## src/shared/ufsb_pkg.sv

```systemverilog
// constants and types for the half-duplex uart channel
//
// Function
// - buffer write in transmit mode sets full; load clears it
// - writing one clears full flag
// - full flag reads zero in receive mode
// - transmit-active set while shifting out
// - receive-active set while shifting in
// - unread data survives disable, still overruns
// - false start bit returns to hunting
// - frame is start, data, parity, stop
// - five to eight data bits
// - parity none, even, odd, one, zero
// - one or two transmit stop bits
// - lsb or msb first both ways
// - line polarity positive or inverted
// - rate generator base clock is selectable
// - bit period is count+1+frac/8 base clocks
// - bad stop bit sets framing error
// - frame over unread data sets overrun
// - parity mismatch sets parity error
// - receiver samples at bit middle
package ufsb_pkg;
	// ----------------------------------------------------------------
	// register map
	// ----------------------------------------------------------------
	localparam int ADDR_W = 8;
	localparam logic [7:0] OFF_CTRL = 8'h00;
	localparam logic [7:0] OFF_MODE = 8'h04;
	localparam logic [7:0] OFF_BRT = 8'h08;
	localparam logic [7:0] OFF_BRC = 8'h0C;
	localparam logic [7:0] OFF_STAT = 8'h10;
	localparam logic [7:0] OFF_BUF = 8'h14;
	localparam int CTRL_EN_BIT = 0;
	localparam int CTRL_TX_BIT = 1;
	localparam int MODE_LEN_LSB = 0;
	localparam int MODE_PAR_LSB = 2;
	localparam int MODE_STOP2_BIT = 5;
	localparam int MODE_MSB_BIT = 6;
	localparam int MODE_NEG_BIT = 7;
	localparam int MODE_SEL_LSB = 8;
	localparam int STAT_FER_BIT = 0;
	localparam int STAT_OER_BIT = 1;
	localparam int STAT_PER_BIT = 2;
	localparam int STAT_FUL_BIT = 3;
	localparam int STAT_TXF_BIT = 4;
	localparam int STAT_RXF_BIT = 5;
	localparam logic [1:0] CTRL_RST = 2'h0;
	localparam logic [9:0] MODE_RST = 10'h000;
	localparam logic [15:0] BRT_RST = 16'hFFFF;
	localparam logic [2:0] BRC_RST = 3'h0;
	localparam logic [3:0] FRAC_DEN = 4'h8;
	// ----------------------------------------------------------------
	// types
	// ----------------------------------------------------------------
	typedef enum logic [2:0] {PAR_NONE, PAR_EVEN, PAR_ODD, PAR_ONE, PAR_ZERO} ufsb_par_t;
	typedef enum logic [2:0] {ST_IDLE, ST_START, ST_DATA, ST_PAR, ST_STOP} ufsb_state_t;
endpackage

```

## src/shared/ufsb_baud_if.sv

```systemverilog
// link between the frame engine and the bit-rate generator
`timescale 1ns/1ps
`default_nettype none
interface ufsb_baud_if;
	logic run;
	logic restart;
	logic [15:0] cnt;
	logic [2:0] frac;
	logic [1:0] sel;
	logic mid;
	logic bit_end;
	modport gen (input run, input restart, input cnt, input frac, input sel,
		output mid, output bit_end);
	modport user (output run, output restart, output cnt, output frac, output sel,
		input mid, input bit_end);
endinterface
`default_nettype wire

```

## src/rtl/ufsb_baud_gen.sv

```systemverilog
// fractional bit-rate generator with selectable base clock
`timescale 1ns/1ps
`default_nettype none
module ufsb_baud_gen import ufsb_pkg::*; #(
	parameter int CNT_W = 16
) (
	input wire logic clk,
	input wire logic rstn,
	ufsb_baud_if.gen bus
);
	if (CNT_W != 16) begin : g_chk
		$error("ufsb_baud_gen: CNT_W must be 16");
	end

	logic [2:0] presc_reg;
	logic [CNT_W:0] tick_cnt_reg;
	logic [2:0] acc_reg;
	logic base_tick;
	logic [3:0] acc_sum;
	logic [CNT_W:0] last_cnt;

	// base clock is clk divided by 1, 2, 4 or 8
	// restart realigns the divider so the first bit is not cut short
	always_ff @(posedge clk or negedge rstn) begin
		if (!rstn) begin
			presc_reg <= 3'h0;
		end else if (bus.restart) begin
			presc_reg <= 3'h0;
		end else begin
			presc_reg <= presc_reg + 3'h1;
		end
	end

	always_comb begin
		case (bus.sel)
			2'h0: base_tick = 1'b1;
			2'h1: base_tick = presc_reg[0];
			2'h2: base_tick = &presc_reg[1:0];
			default: base_tick = &presc_reg;
		endcase
	end

	// an extra base tick is added whenever the fraction accumulator carries
	assign acc_sum = {1'b0, acc_reg} + {1'b0, bus.frac};
	assign last_cnt = {1'b0, bus.cnt} + {{CNT_W{1'b0}}, acc_sum >= FRAC_DEN};

	always_ff @(posedge clk or negedge rstn) begin
		if (!rstn) begin
			tick_cnt_reg <= '0;
			acc_reg <= 3'h0;
		end else if (bus.restart || !bus.run) begin
			tick_cnt_reg <= '0;
			acc_reg <= 3'h0;
		end else if (base_tick) begin
			if (tick_cnt_reg == last_cnt) begin
				tick_cnt_reg <= '0;
				acc_reg <= acc_sum[2:0];
			end else begin
				tick_cnt_reg <= tick_cnt_reg + 1'b1;
			end
		end
	end

	assign bus.bit_end = bus.run && !bus.restart && base_tick && (tick_cnt_reg == last_cnt);
	assign bus.mid = bus.run && !bus.restart && base_tick
		&& (tick_cnt_reg == {2'b00, bus.cnt[CNT_W-1:1]});
endmodule
`default_nettype wire

```

## src/rtl/ufsb_top.sv

```systemverilog
// half-duplex uart channel with apb registers
//
// Added by the designer: the APB interface to the registers and the register offsets.
`timescale 1ns/1ps
`default_nettype none
module ufsb_top import ufsb_pkg::*; (
	input wire logic clk,
	input wire logic rstn,
	input wire logic psel,
	input wire logic penable,
	input wire logic pwrite,
	input wire logic [ADDR_W-1:0] paddr,
	input wire logic [31:0] pwdata,
	output logic [31:0] prdata,
	output logic pready,
	output logic pslverr,
	input wire logic rxd,
	output logic txd,
	output logic rx_done,
	output logic tx_done
);
	// ----------------------------------------------------------------
	// state
	// ----------------------------------------------------------------
	logic [1:0] ctrl_reg;
	logic [9:0] mode_reg;
	logic [15:0] brt_reg;
	logic [2:0] brc_reg;
	logic ful_reg, fer_reg, oer_reg, per_reg, unread_reg;
	logic [7:0] txbuf_reg, rxbuf_reg, shift_reg;
	logic [2:0] bit_cnt_reg;
	logic stop_cnt_reg, par_bit_reg, txd_reg, rx_done_reg, tx_done_reg;
	logic [31:0] prdata_reg;
	logic pready_reg, pslverr_reg;
	ufsb_state_t state_reg;

	logic en, tx_mode, neg, msb, stop2, has_par, rx_line, adv, start_go, tx_load;
	logic frame_end, rx_end, tx_end, acc_edge, wr, rd, stat_wr, buf_wr, buf_rd, tx_level;
	logic [1:0] len_code;
	logic [2:0] last_idx, idx;
	logic [7:0] status_rd;
	ufsb_par_t par_kind;

	// ----------------------------------------------------------------
	// helpers
	// ----------------------------------------------------------------
	function automatic logic [7:0] len_mask(input logic [7:0] d, input logic [1:0] lc);
		len_mask = d & (8'hFF >> (2'h3 - lc));
	endfunction

	function automatic logic par_calc(input logic [7:0] d, input logic [1:0] lc,
		input ufsb_par_t k);
		case (k)
			PAR_EVEN: par_calc = ^len_mask(d, lc);
			PAR_ODD: par_calc = ~^len_mask(d, lc);
			PAR_ONE: par_calc = 1'b1;
			default: par_calc = 1'b0;
		endcase
	endfunction

	assign en = ctrl_reg[CTRL_EN_BIT];
	assign tx_mode = ctrl_reg[CTRL_TX_BIT];
	assign len_code = mode_reg[MODE_LEN_LSB +: 2];
	assign par_kind = ufsb_par_t'(mode_reg[MODE_PAR_LSB +: 3]);
	assign has_par = (par_kind == PAR_EVEN) || (par_kind == PAR_ODD)
		|| (par_kind == PAR_ONE) || (par_kind == PAR_ZERO);
	assign stop2 = mode_reg[MODE_STOP2_BIT];
	assign msb = mode_reg[MODE_MSB_BIT];
	assign neg = mode_reg[MODE_NEG_BIT];
	assign last_idx = {1'b0, len_code} + 3'h4;
	assign idx = msb ? (last_idx - bit_cnt_reg) : bit_cnt_reg;
	assign rx_line = rxd ^ neg;

	// ----------------------------------------------------------------
	// rate generator
	// ----------------------------------------------------------------
	ufsb_baud_if bif();
	assign bif.run = (state_reg != ST_IDLE);
	assign bif.restart = start_go;
	assign bif.cnt = brt_reg;
	assign bif.frac = brc_reg;
	assign bif.sel = mode_reg[MODE_SEL_LSB +: 2];

	ufsb_baud_gen #(.CNT_W(16)) u_baud (
		.clk(clk),
		.rstn(rstn),
		.bus(bif.gen)
	);

	// transmit steps on bit ends, receive on bit middles
	assign adv = tx_mode ? bif.bit_end : bif.mid;
	assign start_go = en && (state_reg == ST_IDLE)
		&& (tx_mode ? ful_reg : !rx_line);
	assign tx_load = start_go && tx_mode;
	assign frame_end = en && (state_reg == ST_STOP) && adv
		&& !(tx_mode && stop2 && !stop_cnt_reg);
	assign rx_end = frame_end && !tx_mode;
	assign tx_end = frame_end && tx_mode;

	// ----------------------------------------------------------------
	// frame engine
	// ----------------------------------------------------------------
	always_ff @(posedge clk or negedge rstn) begin
		if (!rstn) begin
			state_reg <= ST_IDLE;
			shift_reg <= 8'h00;
			bit_cnt_reg <= 3'h0;
			stop_cnt_reg <= 1'b0;
			par_bit_reg <= 1'b0;
		end else if (!en) begin
			state_reg <= ST_IDLE;
		end else begin
			case (state_reg)
				ST_IDLE: begin
					if (start_go) begin
						state_reg <= ST_START;
						if (tx_mode) begin
							shift_reg <= txbuf_reg;
						end
						bit_cnt_reg <= 3'h0;
						stop_cnt_reg <= 1'b0;
					end
				end
				ST_START: begin
					if (adv) begin
						// a glitch shorter than half a bit is not a frame
						state_reg <= (!tx_mode && rx_line) ? ST_IDLE : ST_DATA;
					end
				end
				ST_DATA: begin
					if (adv) begin
						if (!tx_mode) begin
							shift_reg[idx] <= rx_line;
						end
						if (bit_cnt_reg == last_idx) begin
							state_reg <= has_par ? ST_PAR : ST_STOP;
						end else begin
							bit_cnt_reg <= bit_cnt_reg + 3'h1;
						end
					end
				end
				ST_PAR: begin
					if (adv) begin
						par_bit_reg <= rx_line;
						state_reg <= ST_STOP;
					end
				end
				ST_STOP: begin
					if (adv) begin
						if (tx_mode && stop2 && !stop_cnt_reg) begin
							stop_cnt_reg <= 1'b1;
						end else begin
							state_reg <= ST_IDLE;
						end
					end
				end
				default: state_reg <= ST_IDLE;
			endcase
		end
	end

	always_comb begin
		case (state_reg)
			ST_START: tx_level = 1'b0;
			ST_DATA: tx_level = shift_reg[idx];
			ST_PAR: tx_level = par_calc(shift_reg, len_code, par_kind);
			default: tx_level = 1'b1;
		endcase
		if (!tx_mode) begin
			tx_level = 1'b1;
		end
	end

	always_ff @(posedge clk or negedge rstn) begin
		if (!rstn) begin
			txd_reg <= 1'b1;
			rx_done_reg <= 1'b0;
			tx_done_reg <= 1'b0;
		end else begin
			txd_reg <= tx_level ^ neg;
			rx_done_reg <= rx_end;
			tx_done_reg <= tx_end;
		end
	end

	// ----------------------------------------------------------------
	// apb slave
	// ----------------------------------------------------------------
	assign acc_edge = psel && penable && pready_reg;
	assign wr = acc_edge && pwrite;
	assign rd = acc_edge && !pwrite;
	assign stat_wr = wr && (paddr == OFF_STAT);
	assign buf_wr = wr && (paddr == OFF_BUF);
	assign buf_rd = rd && (paddr == OFF_BUF);

	// error flags read zero while sending, full flag while receiving
	assign status_rd = {2'b00,
		!tx_mode && (state_reg != ST_IDLE),
		tx_mode && (state_reg != ST_IDLE),
		tx_mode && ful_reg,
		!tx_mode && per_reg,
		!tx_mode && oer_reg,
		!tx_mode && fer_reg};
	logic [7:0] status_val;
	assign status_val = status_rd;

	always_ff @(posedge clk or negedge rstn) begin
		if (!rstn) begin
			pready_reg <= 1'b0;
			pslverr_reg <= 1'b0;
			prdata_reg <= 32'h00000000;
		end else begin
			pready_reg <= psel && !penable;
			pslverr_reg <= 1'b0;
			prdata_reg <= 32'h00000000;
			if (psel && !penable) begin
				case (paddr)
					OFF_CTRL: prdata_reg <= {30'h0, ctrl_reg};
					OFF_MODE: prdata_reg <= {22'h0, mode_reg};
					OFF_BRT: prdata_reg <= {16'h0, brt_reg};
					OFF_BRC: prdata_reg <= {29'h0, brc_reg};
					OFF_STAT: prdata_reg <= {24'h0, status_val};
					OFF_BUF: prdata_reg <= {24'h0, rxbuf_reg};
					default: pslverr_reg <= 1'b1;
				endcase
			end
		end
	end

	always_ff @(posedge clk or negedge rstn) begin
		if (!rstn) begin
			ctrl_reg <= CTRL_RST;
			mode_reg <= MODE_RST;
			brt_reg <= BRT_RST;
			brc_reg <= BRC_RST;
			txbuf_reg <= 8'h00;
		end else if (wr) begin
			case (paddr)
				OFF_CTRL: ctrl_reg <= pwdata[1:0];
				OFF_MODE: mode_reg <= pwdata[9:0];
				OFF_BRT: brt_reg <= pwdata[15:0];
				OFF_BRC: brc_reg <= pwdata[2:0];
				OFF_BUF: txbuf_reg <= pwdata[7:0];
				default: ctrl_reg <= ctrl_reg;
			endcase
		end
	end

	// ----------------------------------------------------------------
	// status flags: a hardware set always beats a software clear
	// ----------------------------------------------------------------
	always_ff @(posedge clk or negedge rstn) begin
		if (!rstn) begin
			ful_reg <= 1'b0;
		end else if (buf_wr && tx_mode) begin
			ful_reg <= 1'b1;
		end else if (tx_load || !tx_mode) begin
			ful_reg <= 1'b0;
		end else if (stat_wr && pwdata[STAT_FUL_BIT]) begin
			ful_reg <= 1'b0;
		end
	end

	always_ff @(posedge clk or negedge rstn) begin
		if (!rstn) begin
			fer_reg <= 1'b0;
			per_reg <= 1'b0;
			oer_reg <= 1'b0;
		end else begin
			if (rx_end && !rx_line) begin
				fer_reg <= 1'b1;
			end else if (stat_wr && pwdata[STAT_FER_BIT]) begin
				fer_reg <= 1'b0;
			end
			if (rx_end && has_par && (par_bit_reg != par_calc(shift_reg, len_code, par_kind))) begin
				per_reg <= 1'b1;
			end else if (stat_wr && pwdata[STAT_PER_BIT]) begin
				per_reg <= 1'b0;
			end
			if (rx_end && unread_reg) begin
				oer_reg <= 1'b1;
			end else if (stat_wr && pwdata[STAT_OER_BIT]) begin
				oer_reg <= 1'b0;
			end
		end
	end

	// unread marker is kept across disable so a stale byte still overruns
	always_ff @(posedge clk or negedge rstn) begin
		if (!rstn) begin
			unread_reg <= 1'b0;
			rxbuf_reg <= 8'h00;
		end else if (rx_end) begin
			unread_reg <= 1'b1;
			rxbuf_reg <= len_mask(shift_reg, len_code);
		end else if (buf_rd) begin
			unread_reg <= 1'b0;
		end
	end

	assign prdata = prdata_reg;
	assign pready = pready_reg;
	assign pslverr = pslverr_reg;
	assign txd = txd_reg;
	assign rx_done = rx_done_reg;
	assign tx_done = tx_done_reg;
endmodule
`default_nettype wire

```

## config.mk

```make
export PLATFORM = sky130hd
export DESIGN_NAME = ufsb_top
export DESIGN_NICKNAME = d
export VERILOG_FILES = /design/src/shared/ufsb_pkg.sv /design/src/shared/ufsb_baud_if.sv /design/src/rtl/ufsb_baud_gen.sv /design/src/rtl/ufsb_top.sv
export SDC_FILE = /design/constraint.sdc
export NUM_CORES = 1
export LEC_CHECK = 0
export BUFFER_PORTS_ARGS = -buffer_cell sky130_fd_sc_hd__buf_4
export CAP_MARGIN = 20
export CELL_PAD_IN_SITES_DETAIL_PLACEMENT = 0
export CELL_PAD_IN_SITES_GLOBAL_PLACEMENT = 1
export CORE_ASPECT_RATIO = 1.4
export CORE_UTILIZATION = 41
export CTS_CLUSTER_DIAMETER = 60
export DETAILED_ROUTE_END_ITERATION = 16
export PLACE_DENSITY_LB_ADDON = 0.1
export SKIP_LAST_GASP = 1
export SLEW_MARGIN = 20
export SYNTH_ARGS = -nofsm -noshare
export SYNTH_HDL_FRONTEND = slang
export SYNTH_SLANG_ARGS = --single-unit
```

## constraint.sdc

```tcl
create_clock -name clk -period 3.1 [get_ports clk]
set_clock_uncertainty 0.05 [all_clocks]
set_input_delay 0.31 -clock clk [delete_from_list [all_inputs] [get_ports clk]]
set_output_delay 0.31 -clock clk [all_outputs]
set_load 0.02 [all_outputs]
```

==> flow_summary.ini, run 1 <==
[drt]
drc = 0
wl_per_cell_um = 19.6
drt-vias-per-instance = 5.62
first_pass_iters = 5
drt_iter0_markers = 311
wirelength_mm = 17.9
via_count = 5146
drtAntennaViolNets = 0

[logic_synthesis]
yosysTopAreaCellShare_pct = 36.8
synth_ff_type = dfrtp_1
synth_area_um2 = 6460
synth-seq-cells = 112
syn_inst = 649
synth.avg_cell_area_um2 = 9.96
ys_seq_area_share_pct = 43.7
ys_top_cells_by_area = dfrtp_1 (37%), mux2_2 (8.2%), dfstp_2 (6.9%), xnor2_1 (5.0%), nand2_1 (3.7%)
synth_edf_count = 0
ys_types = 72
async_flop_share_pct = 100
ys_warn_count = 0
synth_largest_area_cell = dfrtp_1

[die]
die_y_um = 151
die_w_um = 108
coreArea_um2 = 15200
io_pins = 83
core.rowCount = 53
die_area_um2 = 16300
start_util_pct = 42.5

[setup_path]
endpoint = state_reg[1]
critical-path-top-delay-family = simple AND/OR/NAND/NOR gates
crit_path_max_fanout = 5
crit_arrival_ns = 3.47
startpoint_type = flip-flop
crit_path_start = u_baud.acc_reg[1]
critPathKind = flip-flop to flip-flop
cpPeakStageDelay_ns = 0.40
path_cells = ha_1 -> a21o_1 -> a21o_1 -> ha_4 -> ha_4 -> nand4_1 -> buf_4 -> nor4_4 -> xnor2_1 -> nor4_1 -> and4_1 -> buf_6 -> nand2_8 -> o221a_4 -> mux2_4
rrSetupSlack_ns = -0.17
cp_num_buf_inv = 2
critical_path_required_ns = 3.30
endpoint_kind = flip-flop
crit_path_top_delay_cell = dfrtp_1
cp_num_cells = 15
r2r_cells = 15
reg2reg_from = u_baud.acc_reg[1]
r2r-end = state_reg[1]

[power]
pwr-share-clk_pct = 41.3
power_frac_seq_pct = 51.8
total_leakage_power_nw = 3.38
cellPowerDensity_nw_per_um2 = 371
ir_worst_vdd_v = 0.000233
power_switching_mw = 0.724
swShare_pct = 25.2
total_power_mw = 2.88
p_comb_share_pct = 6.9
power.internal_mw = 2.15

[global_route]
grt_pass1_wl_mm = 28.1
grt_antenna_before_repair = 0
grt_max_degree = 61
grtUsageTotal_pct = 23.2
overflow = 0
grt_pass1_vias = 5198

[timing]
slew_headroom_pct = 43.4
fin_ws_ns = -0.171
min_period_ns = 3.27
fin_crit_sh_pct = 106
setup_viol = 27
tightest_slew_ns = 0.849
max_freq_ghz = 0.306
timing.hold.ws_ns = -0.00890
rsz0062_at_grt = true
drv_slew = 0
final-hold-violation-count = 12

[job]
cap_viol_max_count = 0

[final_layout]
final.fill_count = 1422
largest_reg_flops = 17
drive_gt1_share_pct = 30.0
final_nets = 777
multi_input_comb_area_um2 = 3520
regArea_um2 = 2820
antennaDiodeCount = 0
area_growth_pct = 19.9

[placement]
dp_hpwl_mm = 13.5
portBuffers = 50
finalWeightedCongestion = 0.864
place_ws_ns = -0.164

[clock_tree]
cts.clk_slew.worst_paths_ns = 0.08
clock_latency_ns = 0.36
cts_tree = built
cts_sinks = 112
clk_root_buffer_cell = clkbuf_16
max-clock-path-buffers = 2
htreeDepth = 3
cts_made_buffers = 9

[status]
status = finished, violations left
failed_checks = negative hold slack, negative setup slack

[min_path]
hold_class = input pin to asynchronous set/reset pin
through the flow:
| step | std cells | hold WS, ns | instance area, µm² | util, % | TNS (ns) |
|---|---|---|---|---|---|
| floorplan | 664 | -0.0356 | 6550 | - | -0.0753 |
| global placement | 888 | 0.394 | 7200 | 47.4 | -1.27 |
| detailed placement | 888 | 0.412 | 7200 | 47.4 | -1.75 |
| CTS | 909 | 0.0393 | 7650 | 50.4 | -3.26 |
| global route | 915 | 0.0535 | 7740 | 51.0 | -6.42 |
| finish | 915 | -0.00890 | 7740 | 51.0 | -2.27 |
metal layers:
layer	wire, µm	part of all wire, %	track usage (%)
met4	556	3.1	10.8
met1	6940	39	26.2
met5	0	0	0
met3	337	1.9	2.08
met2	10100	56	43.4
cell type report:
| type | instances | share of cell area [%] |
|---|---|---|
| timing repair buffer | 96 | 10.3 |
| tap | 192 | 3.10 |
| inverter | 16 | 0.775 |
| multi-input combinational | 483 | 45.4 |
| sequential | 112 | 36.5 |
| clock inverter | 6 | 0.840 |
| clock buffer | 10 | 3.09 |
cell usage in the layout (no fill, tap or decap), drive strengths merged, types with 4 or more instances in the layout:
cell type	n
dfrtp	95
and3	13
buf	96
nand4	17
o31ai	4
mux2	49
nor4	7
inv	21
o21ai	22
nor2	45
nand2	64
ha	11
a222oi	5
a21oi	33
nand3	21
a22oi	7
o22ai	8
conb	16
nand2b	9
a22o	4
nor2b	4
and4	7
clkbuf	10
nor3	10
and2	7
mux2i	9
a31oi	10
dfstp	17
xnor2	38
xor2	19
repair_timing:
action                     CTS  global route
cloned                       1             0
pin swaps                   15            10
hold buffers                 0             0
buffers inserted             4             6
setup endpoints to repair   25            29
gates resized for setup     23            10
cells in the mapped netlist, types with 10 or more instances:
library cell and count:
o21ai_0 22, xnor2_1 37, buf_2 12, clkbuf_1 23, dfrtp_1 95, mux2_2 47, nor2_1 45, nand3_1 19
nand2_1 63, a21oi_1 31, buf_4 16, xor2_1 19, ha_1 11, and3_1 13, inv_1 15, dfstp_2 17
a31oi_1 10, nor3_1 10, nand4_1 16
power by group through the flow:
| stage | registers [mW] | logic [mW] | clock network, mW |
|---|---|---|---|
| floorplan | 1.52 | 0.0956 | 0 |
| global placement | 1.52 | 0.183 | 0 |
| detailed placement | 1.52 | 0.187 | 0 |
| CTS | 1.49 | 0.196 | 1.23 |
| global route | 1.49 | 0.221 | 1.28 |
| finish | 1.49 | 0.198 | 1.19 |
cell families after synthesis:
logic type / after synthesis / synth area share, %
AOI/OAI and AO/OA: 121 / 12.6
buffers and inverters: 69 / 5.31
adders and majority gates: 13 / 2.75
DFF: 112 / 43.7
and+or+nand+nor: 218 / 17.7
muxes: 58 / 10.1
other: 1 / 0.0580
xor gates and xnor gates: 57 / 7.84
worst min-delay path by stage:
stage | slack (ns) | cells after the start | end
after floorplan | -0.04 | 0 | bif.frac[0]
after global placement | 0.39 | 1 | u_baud.presc_reg[0]
after detailed placement | 0.41 | 1 | u_baud.presc_reg[0]
after CTS | 0.04 | 1 | u_baud.tick_cnt_reg[9]
after global routing | 0.05 | 1 | u_baud.tick_cnt_reg[7]
final | -0.009 | 1 | u_baud.tick_cnt_reg[0]
(Power assumes the default switching activity.)
==> inputs of run 2 (changes only) <==
--- a/config.mk
+++ b/config.mk
@@ -19,3 +19,4 @@
 export SYNTH_ARGS = -nofsm -noshare
 export SYNTH_HDL_FRONTEND = slang
 export SYNTH_SLANG_ARGS = --single-unit
+export TNS_END_PERCENT = 10
==> run 2 against run 1 <==
  * The flow still finishes with violations (negative hold slack, negative setup slack)
  * Critical path depth unchanged
  * Flip-flop and latch count unchanged
  * Non-clock buffer count fell by 6
  * Sequential share of layout area increased by 0.75 points
  * Register-to-register slack is essentially flat
  * Clock-buffer cell count stayed put
  * Clock power is essentially flat
  * Combinational power fell by 5%
  * Global-route usage shrank 0.18 points
  * Hold slack improved by 0.0040 ns
  * Maximum frequency is 0.29% higher
  * Critical path type unchanged
  * Critical endpoint unchanged
  * Largest power group unchanged
  * Highest routed layer unchanged
==> flow_summary.ini, run 2 (synthesis results as in run 1) <==
[timing]
fin_crit_sh_pct = 105
rsz0062_at_grt = true
final-hold-violation-count = 10
tightest_slew_ns = 0.856
timing.hold.ws_ns = -0.00494
fin_ws_ns = -0.162
min_period_ns = 3.26
max_freq_ghz = 0.307
setup_viol = 24
drv_slew = 0
slew_headroom_pct = 42.9

[setup_path]
crit_path_top_delay_cell = dfrtp_1
r2r-end = state_reg[1]
cp_num_buf_inv = 2
r2r_cells = 15
cpPeakStageDelay_ns = 0.39
crit_path_max_fanout = 5
crit_arrival_ns = 3.46
path_cells = ha_1 -> a21o_1 -> a21o_1 -> ha_4 -> ha_4 -> nand4_1 -> buf_4 -> nor4_4 -> and4_2 -> nor3_2 -> and4_1 -> buf_6 -> nand2_8 -> o221a_4 -> mux2_4
critical_path_required_ns = 3.30
rrSetupSlack_ns = -0.16
endpoint_kind = flip-flop
reg2reg_from = u_baud.acc_reg[1]
critPathKind = flip-flop to flip-flop
startpoint_type = flip-flop
critical-path-top-delay-family = simple AND/OR/NAND/NOR gates

[die]
io_pins = 83
die_w_um = 108
coreArea_um2 = 15200
start_util_pct = 42.5
die_y_um = 151
core.rowCount = 53
die_area_um2 = 16300

[power]
p_comb_share_pct = 6.6
total_power_mw = 2.87
swShare_pct = 25.1
power.internal_mw = 2.15
total_leakage_power_nw = 3.32
power_frac_seq_pct = 52.0
pwr-share-clk_pct = 41.4
cellPowerDensity_nw_per_um2 = 378
power_switching_mw = 0.721
ir_worst_vdd_v = 0.000233

[final_layout]
final_nets = 771
final_common_cell = dfrtp_1
multi_input_comb_area_um2 = 3440
postLayoutCoreUtil_pct = 50.0
layout.cells.non_filler = 909
drive_gt1_share_pct = 27.1
layout_common_cells = dfrtp_1 (95), buf_4 (84), nand2_1 (63), mux2_2 (47), nor2_1 (45)
final.fill_count = 1434
regArea_um2 = 2820
area_growth_pct = 17.4
antennaDiodeCount = 0
largest_reg_flops = 17

[placement]
dp_hpwl_mm = 13.5
dp.cells = 888
portBuffers = 50
finalWeightedCongestion = 0.864

[status]
status = finished, violations left
failed_checks = negative hold slack, negative setup slack

[clock_tree]
clock_latency_ns = 0.37
cts.clk_slew.worst_paths_ns = 0.08
max-clock-path-buffers = 2
cts_made_buffers = 9
cts_sinks = 112
clk_root_buffer_cell = clkbuf_16
cts_tree = built
cts_hold_buf = 0
htreeDepth = 3

[drt]
wirelength_mm = 17.8
maxUsedRoutingLayer = met4
routed-wl-met2_mm = 9.98
via_count = 5098
drtAntennaViolNets = 0
drt-vias-per-instance = 5.61
first_pass_iters = 5
drc = 0
drt-met1-wl_mm = 6.85
dr_wl_met3_um = 394
drt_iter0_markers = 287
wl_per_cell_um = 19.5

[global_route]
grt_pass1_vias = 5176
grtUsageTotal_pct = 23.0
overflow = 0
grt_antenna_before_repair = 0
grt_max_degree = 61
grt_pass1_wl_mm = 27.9

[job]
cap_viol_max_count = 0

[min_path]
hold_class = input pin to asynchronous set/reset pin
-- run 2: cell count changes in the layout (fill, tap and decap cells not counted), sizes merged --
| cell | before | now |
|---|---|---|
| buf | 96 | 90 |
-- run 2: layout make-up --
type                            instances  share of cell area [%]
Inverter                               16                   0.791
Tap cell                              192                    3.17
Clock buffer                           10                    3.15
Multi-Input combinational cell        483                    45.3
Sequential cell                       112                    37.2
Timing Repair Buffer                   90                    9.55
Clock inverter                          6                   0.857
-- run 2: how the worst max path moves through the flow --
| stage | endpoint | slack [ns] | cells after the start | start |
|---|---|---|---|---|
| final | state_reg[1] | -0.16 | 15 | u_baud.acc_reg[1] |
| after global routing | state_reg[0] | -0.29 | 15 | u_baud.acc_reg[1] |
| after CTS | u_baud.acc_reg[0] | -0.20 | 18 | u_baud.acc_reg[1] |
| after detailed placement | state_reg[0] | -0.16 | 14 | u_baud.acc_reg[1] |
| after global placement | state_reg[1] | -0.14 | 15 | u_baud.acc_reg[1] |
| after floorplan | state_reg[0] | -0.04 | 14 | u_baud.acc_reg[1] |
-- run 2: repair_timing --
item	CTS	global route
endpoints found under the setup margin	25	29
pin swaps	9	5
resized for setup	5	4
hold endpoints to repair	0	0
buffers inserted	2	3
-- run 2: stage by stage --
step           worst slack, ns  area [µm²]  setup TNS [ns]
5_1_grt                 -0.290        7590           -5.83
4_1_cts                 -0.202        7540           -3.84
3_5_place_dp            -0.164        7200           -1.75
2_1_floorplan          -0.0377        6550         -0.0753
3_3_place_gp            -0.142        7200           -1.27
6_report                -0.162        7590           -2.07
-- run 2: per-layer routing --
layer  global-route usage [%]  vias to the layer above
met2                     43.2                      104
met4                     10.8                        0
met1                     25.9                     2552
met3                     2.08                       29
met5                        0                        -
li1                         -                     2413
-- run 2: power by group through the flow --
stage	clock network, mW	logic, mW	registers, mW
2_1_floorplan	0	0.0956	1.52
3_3_place_gp	0	0.183	1.52
3_5_place_dp	0	0.187	1.52
4_1_cts	1.23	0.189	1.49
5_1_grt	1.28	0.211	1.49
6_report	1.19	0.188	1.49
